### src/hw/tws_regs.svh
// Register map, field positions and timing counts of the two-wire status block.
// Assumes a 40 MHz system clock and an APB slave with byte addresses.
//
// Notes on behaviour
// RQ1: At the end of each acknowledge slot of a master transmit the sampled line is kept, one for NACK, zero for ACK.
// RQ2: The master transmit flag rises when a master byte starts and falls at the end of the slave acknowledge.
// RQ3: A collision seen during a master operation sets the collision flag, which software can clear but not set.
// RQ4: The general call flag is set when the general call address arrives and cleared when a Stop is seen.
// RQ5: The ten-bit match flag is set when the second byte of a matching ten-bit address arrives and cleared at Stop.
// RQ6: A write to the transmit holding register while busy is refused and sets a sticky write collision flag.
// RQ7: A byte that must go to a still full receive buffer sets an overflow flag that only software clears.
// RQ8: As a slave the data/address indicator clears on an own address match and sets when a data byte arrives.
// RQ9: Start or Repeated Start sets the start indicator and clears the stop one, and Stop does the reverse.
// RQ10: After a matching address byte the slave keeps the direction bit, one for read and zero for write.
// RQ11: Receive buffer full rises when a byte is written into the buffer and falls when software reads it.
// RQ12: Transmit buffer full rises when software writes the holding register and falls when that byte is sent.
// RQ13: A ten-bit address mask excludes each set position from the slave address comparison.
// RQ14: Reception is double-buffered and each byte moved into the buffer raises an interrupt event.
// RQ15: With general call enabled the general call address raises an interrupt, otherwise it is ignored.
`ifndef TWS_REGS_SVH
`define TWS_REGS_SVH

// ****************************************
// Register offsets
// ****************************************
`define TWS_OFF_STAT 8'h00
`define TWS_OFF_MASK 8'h04
`define TWS_OFF_TXH 8'h08
`define TWS_OFF_RXB 8'h0C
`define TWS_OFF_CTRL 8'h10
`define TWS_OFF_ISTAT 8'h14
`define TWS_OFF_IMASK 8'h18

// ****************************************
// Status fields
// ****************************************
`define TWS_ST_ACK 15
`define TWS_ST_TRS 14
`define TWS_ST_BCL 10
`define TWS_ST_GC 9
`define TWS_ST_A10 8
`define TWS_ST_IWC 7
`define TWS_ST_OV 6
`define TWS_ST_DA 5
`define TWS_ST_P 4
`define TWS_ST_S 3
`define TWS_ST_RW 2
`define TWS_ST_RBF 1
`define TWS_ST_TBF 0

// ****************************************
// Control, interrupt and address fields
// ****************************************
`define TWS_CT_TEN 10
`define TWS_CT_GENERAL_CALL_ENABLE 11
`define TWS_CT_MST 12
`define TWS_CT_W 13
`define TWS_CT_RST 13'h0000
`define TWS_IRQ_W 6
`define TWS_IRQ_RX 0
`define TWS_IRQ_GC 1
`define TWS_IRQ_BCL 2
`define TWS_IRQ_IWC 3
`define TWS_IRQ_OV 4
`define TWS_IRQ_DONE 5
`define TWS_GC_ADDR 8'h00
`define TWS_TEN_PREFIX 5'h1E
`define TWS_ACK_BIT 4'h8
`define TWS_BYTE_BITS 4'h8

// ****************************************
// Timing
// ****************************************
`define TWS_MCLK_NS 25
`define TWS_HALF_NS 5000

`endif

### src/hw/tws_pkg.sv
// Types shared by the two-wire status block.
// Assumes nothing beyond a SystemVerilog compiler.
package tws_pkg;
	// Synchronised line levels and detected bus events
	typedef struct packed {
		logic scl;
		logic sda;
		logic scl_rise;
		logic scl_fall;
		logic start;
		logic stop;
	} tws_line_s;

	// Slave receive states, Gray along the usual path
	typedef enum logic [1:0] {SL_IDLE = 2'b00, SL_RECV = 2'b01, SL_ACK = 2'b11, SL_SKIP = 2'b10} tws_slave_e;

	// Master transmit states, Gray except the return from M_HIGH to M_IDLE
	typedef enum logic [1:0] {M_IDLE = 2'b00, M_LOW = 2'b01, M_HIGH = 2'b11} tws_master_e;
endpackage : tws_pkg

### src/hw/tws_line_sync.sv
// Two-flop synchronisers for the bus lines plus edge and condition detection.
// Assumes the bus lines are asynchronous to the system clock.
`timescale 1ns/100ps
module tws_line_sync
	import tws_pkg::*;
(
	input wire logic clk,
	input wire logic rst,
	input wire logic scl_in,
	input wire logic sda_in,
	output tws_line_s line
);
	logic [1:0] meta_reg;
	logic [1:0] sync_reg;
	logic [1:0] prev_reg;

	// Two stages; the first is read only by the second
	always_ff @(posedge clk) begin
		if (rst) begin
			meta_reg <= 2'h3;
			sync_reg <= 2'h3;
			prev_reg <= 2'h3;
		end else begin
			meta_reg <= {scl_in, sda_in};
			sync_reg <= meta_reg;
			prev_reg <= sync_reg;
		end
	end

	// Registered levels and events
	always_ff @(posedge clk) begin
		if (rst) begin
			line <= '{scl: 1'b1, sda: 1'b1, default: 1'b0};
		end else begin
			line.scl <= sync_reg[1];
			line.sda <= sync_reg[0];
			line.scl_rise <= sync_reg[1] & ~prev_reg[1];
			line.scl_fall <= ~sync_reg[1] & prev_reg[1];
			line.start <= sync_reg[1] & prev_reg[1] & prev_reg[0] & ~sync_reg[0];
			line.stop <= sync_reg[1] & prev_reg[1] & ~prev_reg[0] & sync_reg[0];
		end
	end
endmodule : tws_line_sync

### src/hw/tws_status.sv
// Status flags, address mask, slave receiver and master byte transmitter of the two-wire controller.
// Assumes an APB master on MCLK and open-drain SCL/SDA pins resolved outside.
//
// Decided for this implementation: the address map and the APB register port.
`timescale 1ns/100ps
`include "tws_regs.svh"
module tws_status
	import tws_pkg::*;
#(
	parameter int HALF_CYCLES = (`TWS_HALF_NS + `TWS_MCLK_NS - 1) / `TWS_MCLK_NS
)
(
	input wire logic MCLK,
	input wire logic SYS_RST,
	input wire logic PSEL,
	input wire logic PENABLE,
	input wire logic PWRITE,
	input wire logic [7:0] PADDR,
	input wire logic [31:0] PWDATA,
	output logic [31:0] PRDATA,
	output logic PREADY,
	output logic PSLVERR,
	input wire logic SCL_IN,
	output logic SCL_OUT,
	output logic SCL_OE_N,
	input wire logic SDA_IN,
	output logic SDA_OUT,
	output logic SDA_OE_N,
	output logic IRQ
);
	// ****************************************
	// Helpers
	// ****************************************
	// Masked compare: set mask bits drop out of the comparison
	function automatic logic addr_match(input logic [9:0] a, input logic [9:0] b, input logic [9:0] m);
		addr_match = ((a ^ b) & ~m) == 10'h000;
	endfunction : addr_match

	function automatic logic hit(input logic [7:0] a, input logic [7:0] off);
		hit = a == off;
	endfunction : hit

	// ****************************************
	// Declarations
	// ****************************************
	tws_line_s line;
	tws_slave_e sl_state_reg;
	tws_master_e m_state_reg;
	logic [`TWS_CT_W-1:0] ctrl_reg;
	logic [9:0] addr_mask_reg;
	logic [7:0] tx_hold_reg;
	logic [7:0] rx_buf_reg;
	logic [7:0] sl_shift_reg;
	logic [3:0] sl_bits_reg;
	logic [1:0] sl_byte_reg;
	logic sl_ack_reg;
	logic [7:0] m_shift_reg;
	logic [3:0] m_bits_reg;
	logic [15:0] m_div_reg;
	logic ack_received_status_reg, master_tx_in_progress_reg, bus_collision_flag_reg;
	logic general_call_received_reg, ten_bit_addr_matched_reg, write_collision_flag_reg;
	logic receive_overflow_flag_reg, data_not_addr_reg, stop_seen_reg, start_seen_reg;
	logic read_not_write_reg, rx_buffer_full_reg, tx_buffer_full_reg;
	logic [`TWS_IRQ_W-1:0] irq_stat_reg, irq_mask_reg, irq_ev;
	logic [15:0] stat_word;
	logic wr, rd, mapped, wr_stat, busy, txh_try, txh_ok;
	logic byte_done, gc_hit, a7_hit, a10_hi, a10_lo, data_byte, dev_match;
	logic rx_load, ov_ev, m_go, m_tick, m_end, m_end_ack, bcl_ev;

	// ****************************************
	// Line synchroniser
	// ****************************************
	tws_line_sync u_sync (
		.clk(MCLK),
		.rst(SYS_RST),
		.scl_in(SCL_IN),
		.sda_in(SDA_IN),
		.line(line)
	);

	// ****************************************
	// APB decode
	// ****************************************
	// Zero wait states, error on unmapped words
	assign wr = PSEL & PENABLE & PWRITE;
	assign rd = PSEL & PENABLE & ~PWRITE;
	assign mapped = hit(PADDR, `TWS_OFF_STAT) | hit(PADDR, `TWS_OFF_MASK) | hit(PADDR, `TWS_OFF_TXH)
		| hit(PADDR, `TWS_OFF_RXB) | hit(PADDR, `TWS_OFF_CTRL) | hit(PADDR, `TWS_OFF_ISTAT)
		| hit(PADDR, `TWS_OFF_IMASK);
	assign PREADY = 1'b1;
	assign PSLVERR = PSEL & PENABLE & ~mapped;
	assign wr_stat = wr & hit(PADDR, `TWS_OFF_STAT);
	assign busy = tx_buffer_full_reg | (m_state_reg != M_IDLE);
	assign txh_try = wr & hit(PADDR, `TWS_OFF_TXH);
	assign txh_ok = txh_try & ~busy;

	// Status word as software sees it
	always_comb begin
		stat_word = 16'h0000;
		stat_word[`TWS_ST_ACK] = ack_received_status_reg;
		stat_word[`TWS_ST_TRS] = master_tx_in_progress_reg;
		stat_word[`TWS_ST_BCL] = bus_collision_flag_reg;
		stat_word[`TWS_ST_GC] = general_call_received_reg;
		stat_word[`TWS_ST_A10] = ten_bit_addr_matched_reg;
		stat_word[`TWS_ST_IWC] = write_collision_flag_reg;
		stat_word[`TWS_ST_OV] = receive_overflow_flag_reg;
		stat_word[`TWS_ST_DA] = data_not_addr_reg;
		stat_word[`TWS_ST_P] = stop_seen_reg;
		stat_word[`TWS_ST_S] = start_seen_reg;
		stat_word[`TWS_ST_RW] = read_not_write_reg;
		stat_word[`TWS_ST_RBF] = rx_buffer_full_reg;
		stat_word[`TWS_ST_TBF] = tx_buffer_full_reg;
	end

	// Read data captured in the setup cycle
	always_ff @(posedge MCLK) begin
		if (SYS_RST) begin
			PRDATA <= 32'h00000000;
		end else if (PSEL & ~PENABLE & ~PWRITE) begin
			unique case (PADDR)
				`TWS_OFF_STAT: PRDATA <= {16'h0000, stat_word};
				`TWS_OFF_MASK: PRDATA <= {22'h000000, addr_mask_reg};
				`TWS_OFF_TXH: PRDATA <= {24'h000000, tx_hold_reg};
				`TWS_OFF_RXB: PRDATA <= {24'h000000, rx_buf_reg};
				`TWS_OFF_CTRL: PRDATA <= {19'h00000, ctrl_reg};
				`TWS_OFF_ISTAT: PRDATA <= {26'h0000000, irq_stat_reg};
				`TWS_OFF_IMASK: PRDATA <= {26'h0000000, irq_mask_reg};
				default: PRDATA <= 32'h00000000;
			endcase
		end
	end

	// Software-written configuration and holding register
	always_ff @(posedge MCLK) begin
		if (SYS_RST) begin
			ctrl_reg <= `TWS_CT_RST;
			addr_mask_reg <= 10'h000;
			irq_mask_reg <= '0;
			tx_hold_reg <= 8'h00;
		end else begin
			if (wr & hit(PADDR, `TWS_OFF_CTRL))
				ctrl_reg <= PWDATA[`TWS_CT_W-1:0];
			if (wr & hit(PADDR, `TWS_OFF_MASK))
				addr_mask_reg <= PWDATA[9:0]; // RQ13
			if (wr & hit(PADDR, `TWS_OFF_IMASK))
				irq_mask_reg <= PWDATA[`TWS_IRQ_W-1:0];
			if (txh_ok)
				tx_hold_reg <= PWDATA[7:0]; // RQ6
		end
	end

	// ****************************************
	// Slave address decode
	// ****************************************
	assign byte_done = (sl_state_reg == SL_RECV) & line.scl_fall & (sl_bits_reg == `TWS_BYTE_BITS);
	assign gc_hit = (sl_byte_reg == 2'd0) & (sl_shift_reg == `TWS_GC_ADDR) & ctrl_reg[`TWS_CT_GENERAL_CALL_ENABLE]; // RQ15
	assign a7_hit = (sl_byte_reg == 2'd0) & ~ctrl_reg[`TWS_CT_TEN] & ~gc_hit
		& addr_match({3'h0, sl_shift_reg[7:1]}, {3'h0, ctrl_reg[6:0]}, addr_mask_reg); // RQ13
	assign a10_hi = (sl_byte_reg == 2'd0) & ctrl_reg[`TWS_CT_TEN] & (sl_shift_reg[7:3] == `TWS_TEN_PREFIX)
		& addr_match({8'h00, sl_shift_reg[2:1]}, {8'h00, ctrl_reg[9:8]}, {8'h00, addr_mask_reg[9:8]});
	assign a10_lo = (sl_byte_reg == 2'd1)
		& addr_match({2'h0, sl_shift_reg}, {2'h0, ctrl_reg[7:0]}, {2'h0, addr_mask_reg[7:0]});
	assign data_byte = sl_byte_reg == 2'd2;
	assign dev_match = byte_done & (a7_hit | a10_lo);
	assign rx_load = byte_done & data_byte & ~rx_buffer_full_reg;
	assign ov_ev = byte_done & data_byte & rx_buffer_full_reg;

	// Slave receive sequencer
	always_ff @(posedge MCLK) begin
		if (SYS_RST) begin
			sl_state_reg <= SL_IDLE;
			sl_shift_reg <= 8'h00;
			sl_bits_reg <= 4'h0;
			sl_byte_reg <= 2'd0;
			sl_ack_reg <= 1'b0;
		end else if (line.stop) begin
			sl_state_reg <= SL_IDLE;
		end else if (line.start) begin
			sl_state_reg <= SL_RECV;
			sl_bits_reg <= 4'h0;
			sl_byte_reg <= 2'd0;
		end else begin
			unique case (sl_state_reg)
				SL_IDLE: sl_ack_reg <= 1'b0;
				SL_RECV: begin
					if (line.scl_rise & (sl_bits_reg != `TWS_BYTE_BITS)) begin
						sl_shift_reg <= {sl_shift_reg[6:0], line.sda};
						sl_bits_reg <= sl_bits_reg + 4'h1;
					end
					if (byte_done) begin
						sl_ack_reg <= gc_hit | a7_hit | a10_hi | a10_lo | rx_load;
						sl_state_reg <= (gc_hit | a7_hit | a10_hi | a10_lo | rx_load) ? SL_ACK : SL_SKIP;
						sl_byte_reg <= a10_hi ? 2'd1 : 2'd2;
					end
				end
				SL_ACK: begin
					if (line.scl_fall) begin
						sl_ack_reg <= 1'b0;
						sl_bits_reg <= 4'h0;
						sl_state_reg <= read_not_write_reg ? SL_SKIP : SL_RECV;
					end
				end
				SL_SKIP: sl_ack_reg <= 1'b0;
			endcase
		end
	end

	// Receive buffer, filled from the shift register
	always_ff @(posedge MCLK) begin
		if (SYS_RST)
			rx_buf_reg <= 8'h00;
		else if (rx_load)
			rx_buf_reg <= sl_shift_reg; // RQ14
	end

	// ****************************************
	// Master byte transmitter
	// ****************************************
	assign m_go = (m_state_reg == M_IDLE) & tx_buffer_full_reg & ctrl_reg[`TWS_CT_MST];
	assign m_tick = (m_state_reg != M_IDLE) & (m_div_reg == 16'(HALF_CYCLES - 1));
	assign m_end = m_tick & (m_state_reg == M_HIGH);
	assign m_end_ack = m_end & (m_bits_reg == `TWS_ACK_BIT);
	assign bcl_ev = m_end & (m_bits_reg != `TWS_ACK_BIT) & m_shift_reg[7] & ~line.sda; // RQ3

	// Divider; the high half waits for SCL to be seen high
	always_ff @(posedge MCLK) begin
		if (SYS_RST | m_tick | (m_state_reg == M_IDLE))
			m_div_reg <= 16'h0000;
		else if ((m_state_reg == M_LOW) | line.scl)
			m_div_reg <= m_div_reg + 16'h0001;
	end

	// Bit sequencer: eight data bits then the acknowledge slot
	always_ff @(posedge MCLK) begin
		if (SYS_RST) begin
			m_state_reg <= M_IDLE;
			m_shift_reg <= 8'h00;
			m_bits_reg <= 4'h0;
		end else if (m_go) begin
			m_state_reg <= M_LOW;
			m_shift_reg <= tx_hold_reg;
			m_bits_reg <= 4'h0;
		end else if (m_tick) begin
			unique case (m_state_reg)
				M_LOW: m_state_reg <= M_HIGH;
				M_HIGH: begin
					if (m_end_ack | bcl_ev) begin
						m_state_reg <= M_IDLE;
					end else begin
						m_state_reg <= M_LOW;
						m_shift_reg <= {m_shift_reg[6:0], 1'b1};
						m_bits_reg <= m_bits_reg + 4'h1;
					end
				end
				default: m_state_reg <= M_IDLE;
			endcase
		end
	end

	// Pin drivers, open drain with active-low enables
	always_ff @(posedge MCLK) begin
		if (SYS_RST) begin
			SCL_OE_N <= 1'b1;
			SDA_OE_N <= 1'b1;
		end else begin
			SCL_OE_N <= m_state_reg != M_LOW;
			SDA_OE_N <= ~(sl_ack_reg | ((m_state_reg != M_IDLE) & (m_bits_reg != `TWS_ACK_BIT) & ~m_shift_reg[7]));
		end
	end
	assign SCL_OUT = 1'b0;
	assign SDA_OUT = 1'b0;

	// ****************************************
	// Status flags; a hardware set beats a software clear
	// ****************************************
	always_ff @(posedge MCLK) begin
		if (SYS_RST) begin
			ack_received_status_reg <= 1'b0;
			master_tx_in_progress_reg <= 1'b0;
		end else begin
			if (m_end_ack)
				ack_received_status_reg <= line.sda; // RQ1
			if (m_go)
				master_tx_in_progress_reg <= 1'b1; // RQ2
			else if (m_end_ack | bcl_ev)
				master_tx_in_progress_reg <= 1'b0; // RQ2
		end
	end

	// Clear-only flags, cleared by writing zero
	always_ff @(posedge MCLK) begin
		if (SYS_RST) begin
			bus_collision_flag_reg <= 1'b0;
			write_collision_flag_reg <= 1'b0;
			receive_overflow_flag_reg <= 1'b0;
		end else begin
			if (bcl_ev)
				bus_collision_flag_reg <= 1'b1; // RQ3
			else if (wr_stat & ~PWDATA[`TWS_ST_BCL])
				bus_collision_flag_reg <= 1'b0;
			if (txh_try & busy)
				write_collision_flag_reg <= 1'b1; // RQ6
			else if (wr_stat & ~PWDATA[`TWS_ST_IWC])
				write_collision_flag_reg <= 1'b0;
			if (ov_ev)
				receive_overflow_flag_reg <= 1'b1; // RQ7
			else if (wr_stat & ~PWDATA[`TWS_ST_OV])
				receive_overflow_flag_reg <= 1'b0;
		end
	end

	// Address-phase flags
	always_ff @(posedge MCLK) begin
		if (SYS_RST) begin
			general_call_received_reg <= 1'b0;
			ten_bit_addr_matched_reg <= 1'b0;
			data_not_addr_reg <= 1'b0;
			read_not_write_reg <= 1'b0;
		end else begin
			if (byte_done & gc_hit)
				general_call_received_reg <= 1'b1; // RQ4
			else if (line.stop)
				general_call_received_reg <= 1'b0; // RQ4
			if (byte_done & a10_lo)
				ten_bit_addr_matched_reg <= 1'b1; // RQ5
			else if (line.stop)
				ten_bit_addr_matched_reg <= 1'b0; // RQ5
			if (dev_match)
				data_not_addr_reg <= 1'b0; // RQ8
			else if (byte_done & data_byte)
				data_not_addr_reg <= 1'b1; // RQ8
			if (byte_done & (a7_hit | a10_hi | gc_hit))
				read_not_write_reg <= sl_shift_reg[0]; // RQ10
		end
	end

	// Start/stop indicators, also clearable by software
	always_ff @(posedge MCLK) begin
		if (SYS_RST) begin
			start_seen_reg <= 1'b0;
			stop_seen_reg <= 1'b0;
		end else if (line.start | line.stop) begin
			start_seen_reg <= line.start; // RQ9
			stop_seen_reg <= line.stop; // RQ9
		end else if (wr_stat) begin
			start_seen_reg <= start_seen_reg & PWDATA[`TWS_ST_S];
			stop_seen_reg <= stop_seen_reg & PWDATA[`TWS_ST_P];
		end
	end

	// Buffer-full flags
	always_ff @(posedge MCLK) begin
		if (SYS_RST) begin
			rx_buffer_full_reg <= 1'b0;
			tx_buffer_full_reg <= 1'b0;
		end else begin
			if (rx_load)
				rx_buffer_full_reg <= 1'b1; // RQ11
			else if (rd & hit(PADDR, `TWS_OFF_RXB))
				rx_buffer_full_reg <= 1'b0; // RQ11
			if (txh_ok)
				tx_buffer_full_reg <= 1'b1; // RQ12
			else if (m_end_ack | bcl_ev)
				tx_buffer_full_reg <= 1'b0; // RQ12
		end
	end

	// ****************************************
	// Interrupts: sticky events, write one to clear
	// ****************************************
	always_comb begin
		irq_ev = '0;
		irq_ev[`TWS_IRQ_RX] = rx_load; // RQ14
		irq_ev[`TWS_IRQ_GC] = byte_done & gc_hit; // RQ15
		irq_ev[`TWS_IRQ_BCL] = bcl_ev;
		irq_ev[`TWS_IRQ_IWC] = txh_try & busy;
		irq_ev[`TWS_IRQ_OV] = ov_ev;
		irq_ev[`TWS_IRQ_DONE] = m_end_ack;
	end

	always_ff @(posedge MCLK) begin
		if (SYS_RST)
			irq_stat_reg <= '0;
		else if (wr & hit(PADDR, `TWS_OFF_ISTAT))
			irq_stat_reg <= (irq_stat_reg & ~PWDATA[`TWS_IRQ_W-1:0]) | irq_ev;
		else
			irq_stat_reg <= irq_stat_reg | irq_ev;
	end

	assign IRQ = |(irq_stat_reg & irq_mask_reg);
endmodule : tws_status

### config.mk
export PLATFORM = sky130hd
export DESIGN_NAME = tws_status
export DESIGN_NICKNAME = d
export VERILOG_FILES = /design/src/hw/tws_pkg.sv /design/src/hw/tws_line_sync.sv /design/src/hw/tws_status.sv
export VERILOG_INCLUDE_DIRS = /design/src /design/src/hw
export SDC_FILE = /design/constraint.sdc
export NUM_CORES = 1
export LEC_CHECK = 0
export ABC_AREA = 0
export BUFFER_PORTS_ARGS = -buffer_cell sky130_fd_sc_hd__clkbuf_2
export CAP_MARGIN = 15
export CORE_AREA = 4 4 143 158
export CTS_CLUSTER_SIZE = 25
export DETAILED_ROUTE_END_ITERATION = 10
export DIE_AREA = 0 0 147 162
export GPL_TIMING_DRIVEN = 1
export REMOVE_ABC_BUFFERS = 1
export SKIP_CTS_REPAIR_TIMING = 1
export SYNTH_ARGS = -nofsm -noshare
export SYNTH_HDL_FRONTEND = slang
export SYNTH_SLANG_ARGS = --single-unit
### constraint.sdc
create_clock -name MCLK -period 2.8 [get_ports MCLK]
set_input_delay 0.56 -clock MCLK [delete_from_list [all_inputs] [get_ports MCLK]]
set_output_delay 0.56 -clock MCLK [all_outputs]
set_load 0.005 [all_outputs]
* Yosys cells after proc, flatten, opt, wreduce, memory -nomap -nowiden *
Index checks and enable logic that the tools add are counted.

operators by class
  bitwise logic cells = 110
  add/sub/neg operators = 3
  equality and inequality tests = 26
  mux-type cells = 45
  reductions and logical operators = 38

operators with widths
  operator               number
  $pmux 16 s7            1
  $and 1x1->1            56
  $mux 8                 4
  $logic_not 10->1       3
  $reduce_bool 2->1      15
  $mux 1                 25
  $eq 8x5->1 const B     3
  $not 1->1              20
  $or 1x1->1             20
  $add 16x1->16 const B  1
  $eq 16x8->1 const B    1
  $eq 8x4->1 const B     2
  $logic_not 8->1        2
  $reduce_and 3->1       5
  $mux 2                 7
  $and 6x6->6            2
  $mux 4                 3
  $or 6x6->6             2
  $reduce_and 4->1       3
  $and 2x10->10          1
  $and 7x10->10          1
  $and 8x10->10          1
  $not 10->10            1
  $not 2->10             1
  25 further kinds       42

word-level totals
  input bits = 47
  output and inout bits = 39
  register bits after elaboration = 157
  word-level logic and storage cells = 264

* Depth between registers and ports, before layout *
  word-level depth = 14
  mapped depth = 8
  mapped depth without buffers = 7

* Hierarchy *
Synthesis repeated with hierarchy kept, for this count alone.

unflattened totals
  cell total of the unflattened synthesis = 765
  area, all modules = 6512.5 um2

modules (own cells, without submodules)
  module         seq. area each (um2)  cells each  times used  area an instance (um2)
  tws_status     2562.5                743         1           6212.2
  tws_line_sync  200.2                 22          1           300.3

* Worst setup path before layout *
No wires, ideal clock.

  path kind = input to register
  start = input PADDR[2]
  end = register ctrl_reg[10]
  data arrival time = 2076 ps
  library setup time = 128 ps
  data required time = 2672 ps
  buffers on the path = 3
  path slack = 597 ps
  stages on the path = 8
  cells stage by stage = buf_2 > nor4_1 > nand3_1 > or2_1 > clkbuf_1 > buf_2 > mux2i_1 > nor2_1

on the way
  longest elaborated chain between the ends = 2

ends and longest elaborated chain
  element               line               source
  from (decl)           tws_status.sv:18   input wire logic [7:0] PADDR,
  $eq 8x5->1            tws_status.sv:40   hit = a == off;
  $and 1x1->1           tws_status.sv:141  if (wr & hit(PADDR, `TWS_OFF_CTRL))
  to (signal assigned)  tws_status.sv:136  ctrl_reg <= `TWS_CT_RST;
  to (signal assigned)  tws_status.sv:142  ctrl_reg <= PWDATA[`TWS_CT_W-1:0];
  to (decl)             tws_status.sv:49   logic [`TWS_CT_W-1:0] ctrl_reg;

No other way between the ends.
A chain may end at the register's enable or synchronous reset.

* Worst setup path in the final report *
  start = input PADDR[7]
  end = output PSLVERR

on the way
  longest elaborated chain between the ends = 9
  elaborated cells between the ends (all ways) = 15

ends and longest elaborated chain
  element                                               line              source
  $eq 8x3->1 / $logic_not 8->1 (equally long branches)  tws_status.sv:40
  $or 1x1->1 (5 in series)                              tws_status.sv:87  assign mapped = hit(PADDR, `TWS_OFF_STAT) | hit(PADDR, `TWS_OFF_MASK) | hit(PADDR, `TWS_OFF_TXH)
  $or 1x1->1 *                                          tws_status.sv:87
  $not 1->1 *                                           tws_status.sv:91  assign PSLVERR = PSEL & PENABLE & ~mapped;
  $and 1x1->1 *                                         tws_status.sv:91
  to (decl)                                             tws_status.sv:22  output logic PSLVERR,

Mark *: on every way between the ends. The rest lies on a longest branch, timed or not.

==> summary.md <==
| Metric | Value |
|---|---|
| Sw power | 0.9538 mW |
| EDFF count, synth | 0 |
| Tmin final | 2.369 ns |
| PortBufs | between 40 and 50 |
| Slew Limit Headroom | 0.4934 |
| Status | finished, final reports clean |
| Total of max-cap violations | 0 |
| Clock latency on the worst-skew pair | 0.42 ns |
| Seq cells post-synth | 138 |
| Antenna Cells | 0 |
| Synth unique cells | just under 60 |
| DRT iter0 DRCs | 440 |
| Total core area | about 21000 um^2 |
| Initial Util | 0.3040 |
| Non-Filler Instances | 1071 |
| Internal | 3.297 mW |
| Most common cell in the synthesized netlist | dfxtp_1 |
| Hold crit path type | in2reg |
| Worst Reg-to-Reg Cells | 8 |
| Layout cells sized above 1 | 0.1472 |
| H-tree Lvls | 4 |
| Placed Cells | 1040 |
| Comb pwr share | 0.035 |
| CTS tree | built |
| Layout Nets | 821 |
| Sequential element share of the synthesized area | 0.4309 |
| Root buffer cell | clkbuf_16 |
| Grt peak-use layer | met2 |
| M3 GR Usage | 0.03906 |
| Worst Setup SP | PADDR[7] |
| Slowest library cell on the worst path | or3_1 |
| Dominant synthesized flop cell | dfxtp_1 |
| Drt pass-1 iters | 5 |
| Clock skew | 0.007707 ns |
| Final Power | 4.251 mW |
| Dpl hpwl | 12940 um |
| Post-synth top cells | dfxtp_1 (138), nor2_1 (112), mux2i_1 (79) |
| CP Capture Point | PSLVERR |
| Mapped cell area | between 6000 and 7000 um^2 |
| I/O Pins | 86 |
| Antenna Violating Nets Remaining | 0 |
| Largest net degree at the start of global routing | 44 |
| Final hold violations | 0 |
| Num CTS Buffers | 17 |
| Warnings, synthesis | 0 |
| Buffer and inverter count on the worst path | 2 |
| Area leader, netlist | dfxtp_1 |
| CP startpoint kind | input port |
| Slew @ Worst Pin | 0.7571 ns |
| Crit path max fanout | 6 |
| Hold WS | roughly 0.32 ns |
| Synth top area share | 0.4309 |
| Met1 Usage GRT | 0.1784 |
| CP delay by family, top | simple AND/OR/NAND/NOR gates |
| CP max stage delay | 0.50 ns |
| Via count | roughly 5300 |
| GRT overflow | 0 |
| Max VDD drop | 0.0003620 V |
| Crit path capture type | output pin |
| FF-to-FF Start | sl_bits_reg[0]$_SDFFE_PP0P_ |
| Leak pwr | slightly below 3 nW |
| Rows | 56 |
| CP Depth | 5 |
| Die W | 147 um |
| Critical path cell sequence | clkbuf_2, or3_1, nor3_1, a21oi_1, clkbuf_2 |
| TritonCTS sink count | roughly 140 |
| Setup_tns | 0 ns |
| Flop pwr share | 0.465 |
| Reg clk slew, reported paths | 0.05 ns |
| Final period util | 0.8459 |
| Number of flip-flops in the largest register | 16 |
| Worst Path Required | 2.24 ns |
| Height of the die | ~160 um |
| Ranking of synthesized cells by area | dfxtp_1 (43%), mux2i_1 (12%), nor2_1 (6.6%), xnor2_1 (3.1%), nand2_1 (2.9%) |
| Fin. max-slew vios | 0 |
| Clk buf depth | 2 |
| Initial antenna violation count | 0 |
| Area Growth Syn to Fin | 16.92% |
| Vias per cell | 4.951 |
| Syn Inst Count | about 720 |
| GRT Total Usage | 0.1480 |
| Drt wl/cell | 16.36 um |
| Setup violations, final | 0 |
| First-pass GRT wire length | 27670 um |
| Pwr Density | 567.0 nW/um^2 |
| Met2 usage | 0.2511 |
| Crit path kind | in2out |
| Die area | 23810 um^2 |
| F_max | 422.2 MHz |
| DRC | 0 |
| Average cell area after synthesis | approximately 8.9 um^2 |
| Reg-to-reg endpoint | sl_ack_reg$_SDFFE_PP0P_ |
| DRT Wirelength | 17520 um |
| Gpl congestion | 0.9246 |
| Clock share of power | 0.500 |
| Async SR Flop Fraction | 0 |
| Worst R2R Setup Slack | 0.57 ns |
| Critical path data arrival time | 1.81 ns |
| RSZ-0062 raised after global routing | no |
| Net Sw Frac | 0.2244 |
| Vias in the first global route | around 5000 |
| Crit-path most repeated cell | clkbuf_2 |
-- power by group through the flow --
stage	logic (mW)	clock network (mW)	registers, mW
2_1_floorplan	0.0465	0	2.02
3_3_place_gp	0.148	0	2.02
3_5_place_dp	0.149	0	2.02
4_1_cts	0.149	2.17	1.98
5_1_grt	0.163	2.24	1.98
6_report	0.151	2.12	1.98
-- area by class of cell --
| class | count | area, um^2 |
|---|---|---|
| multi-input cells | 528 | 3357 |
| inverters | 18 | 67.56 |
| repair buffers | 66 | 382.9 |
| flip-flops and latches | 138 | 2763 |
| well taps | 290 | 362.8 |
| clock inverters | 11 | 96.34 |
| clock buffers | 20 | 466.7 |
| fillers | 2209 | 13590 |
-- metal layers --
metal / share of wire / wire (um)
met1: 0.45 / 7811
met2: 0.48 / 8463
met3: 0.047 / 821
met4: 0.024 / 421
met5: 0 / 0
-- metrics by stage --
stage | utilization | instance area [um^2] | worst slack, ns
after floorplan | - | 6176 | -0.2550
final | 0.3554 | 7496 | 0.4313
after global routing | 0.3554 | 7496 | 0.3799
after CTS | 0.3554 | 7496 | 0.4603
after detailed placement | 0.3287 | 6933 | 0.4279
after global placement | 0.3287 | 6933 | 0.4391
-- kinds of logic after synthesis --
family	share of synthesized area
adder cells (fa/ha/maj)	0.009758
other	0.001171
AND/OR/NAND/NOR	0.1901
XOR/XNOR	0.04508
flip-flops	0.4309
buffers and inverters	0.05776
AO/OA/AOI/OAI	0.1296
multiplexers	0.1356
-- how the worst min path moves through the flow --
stage	end	slack (ns)	start	cells after the start
floorplan	u_sync.sync_reg[0]$_SDFF_PP1_	0.39	u_sync.meta_reg[0]$_SDFF_PP1_	1
global placement	u_sync.sync_reg[1]$_SDFF_PP1_	0.40	u_sync.meta_reg[1]$_SDFF_PP1_	1
detailed placement	u_sync.sync_reg[1]$_SDFF_PP1_	0.40	u_sync.meta_reg[1]$_SDFF_PP1_	1
CTS	u_sync.meta_reg[1]$_SDFF_PP1_	0.31	SCL_IN	2
global route	u_sync.meta_reg[1]$_SDFF_PP1_	0.31	SCL_IN	2
finish	u_sync.meta_reg[1]$_SDFF_PP1_	0.32	SCL_IN	2
-- placed cells by master (no fill, tap or decap), drive strengths merged, types with 6 or more instances in the layout --
cell type,netlist,routed
or3,7,7
nand2b,8,8
nand3,16,16
a22oi,7,7
nand4,7,7
or2,7,7
a211oi,10,10
a21oi,36,36
xor2,10,10
inv,18,19
clkbuf,28,65
mux2i,79,79
a31oi,6,6
nor3,18,18
a22o,6,6
o21ai,23,23
nand2,50,50
nor4,9,9
xnor2,23,23
nor2,112,112
dfxtp,138,138
o22ai,9,9
buf,29,21
and3,8,8
conb,2,20
Power figures use the tool's default switching activity.
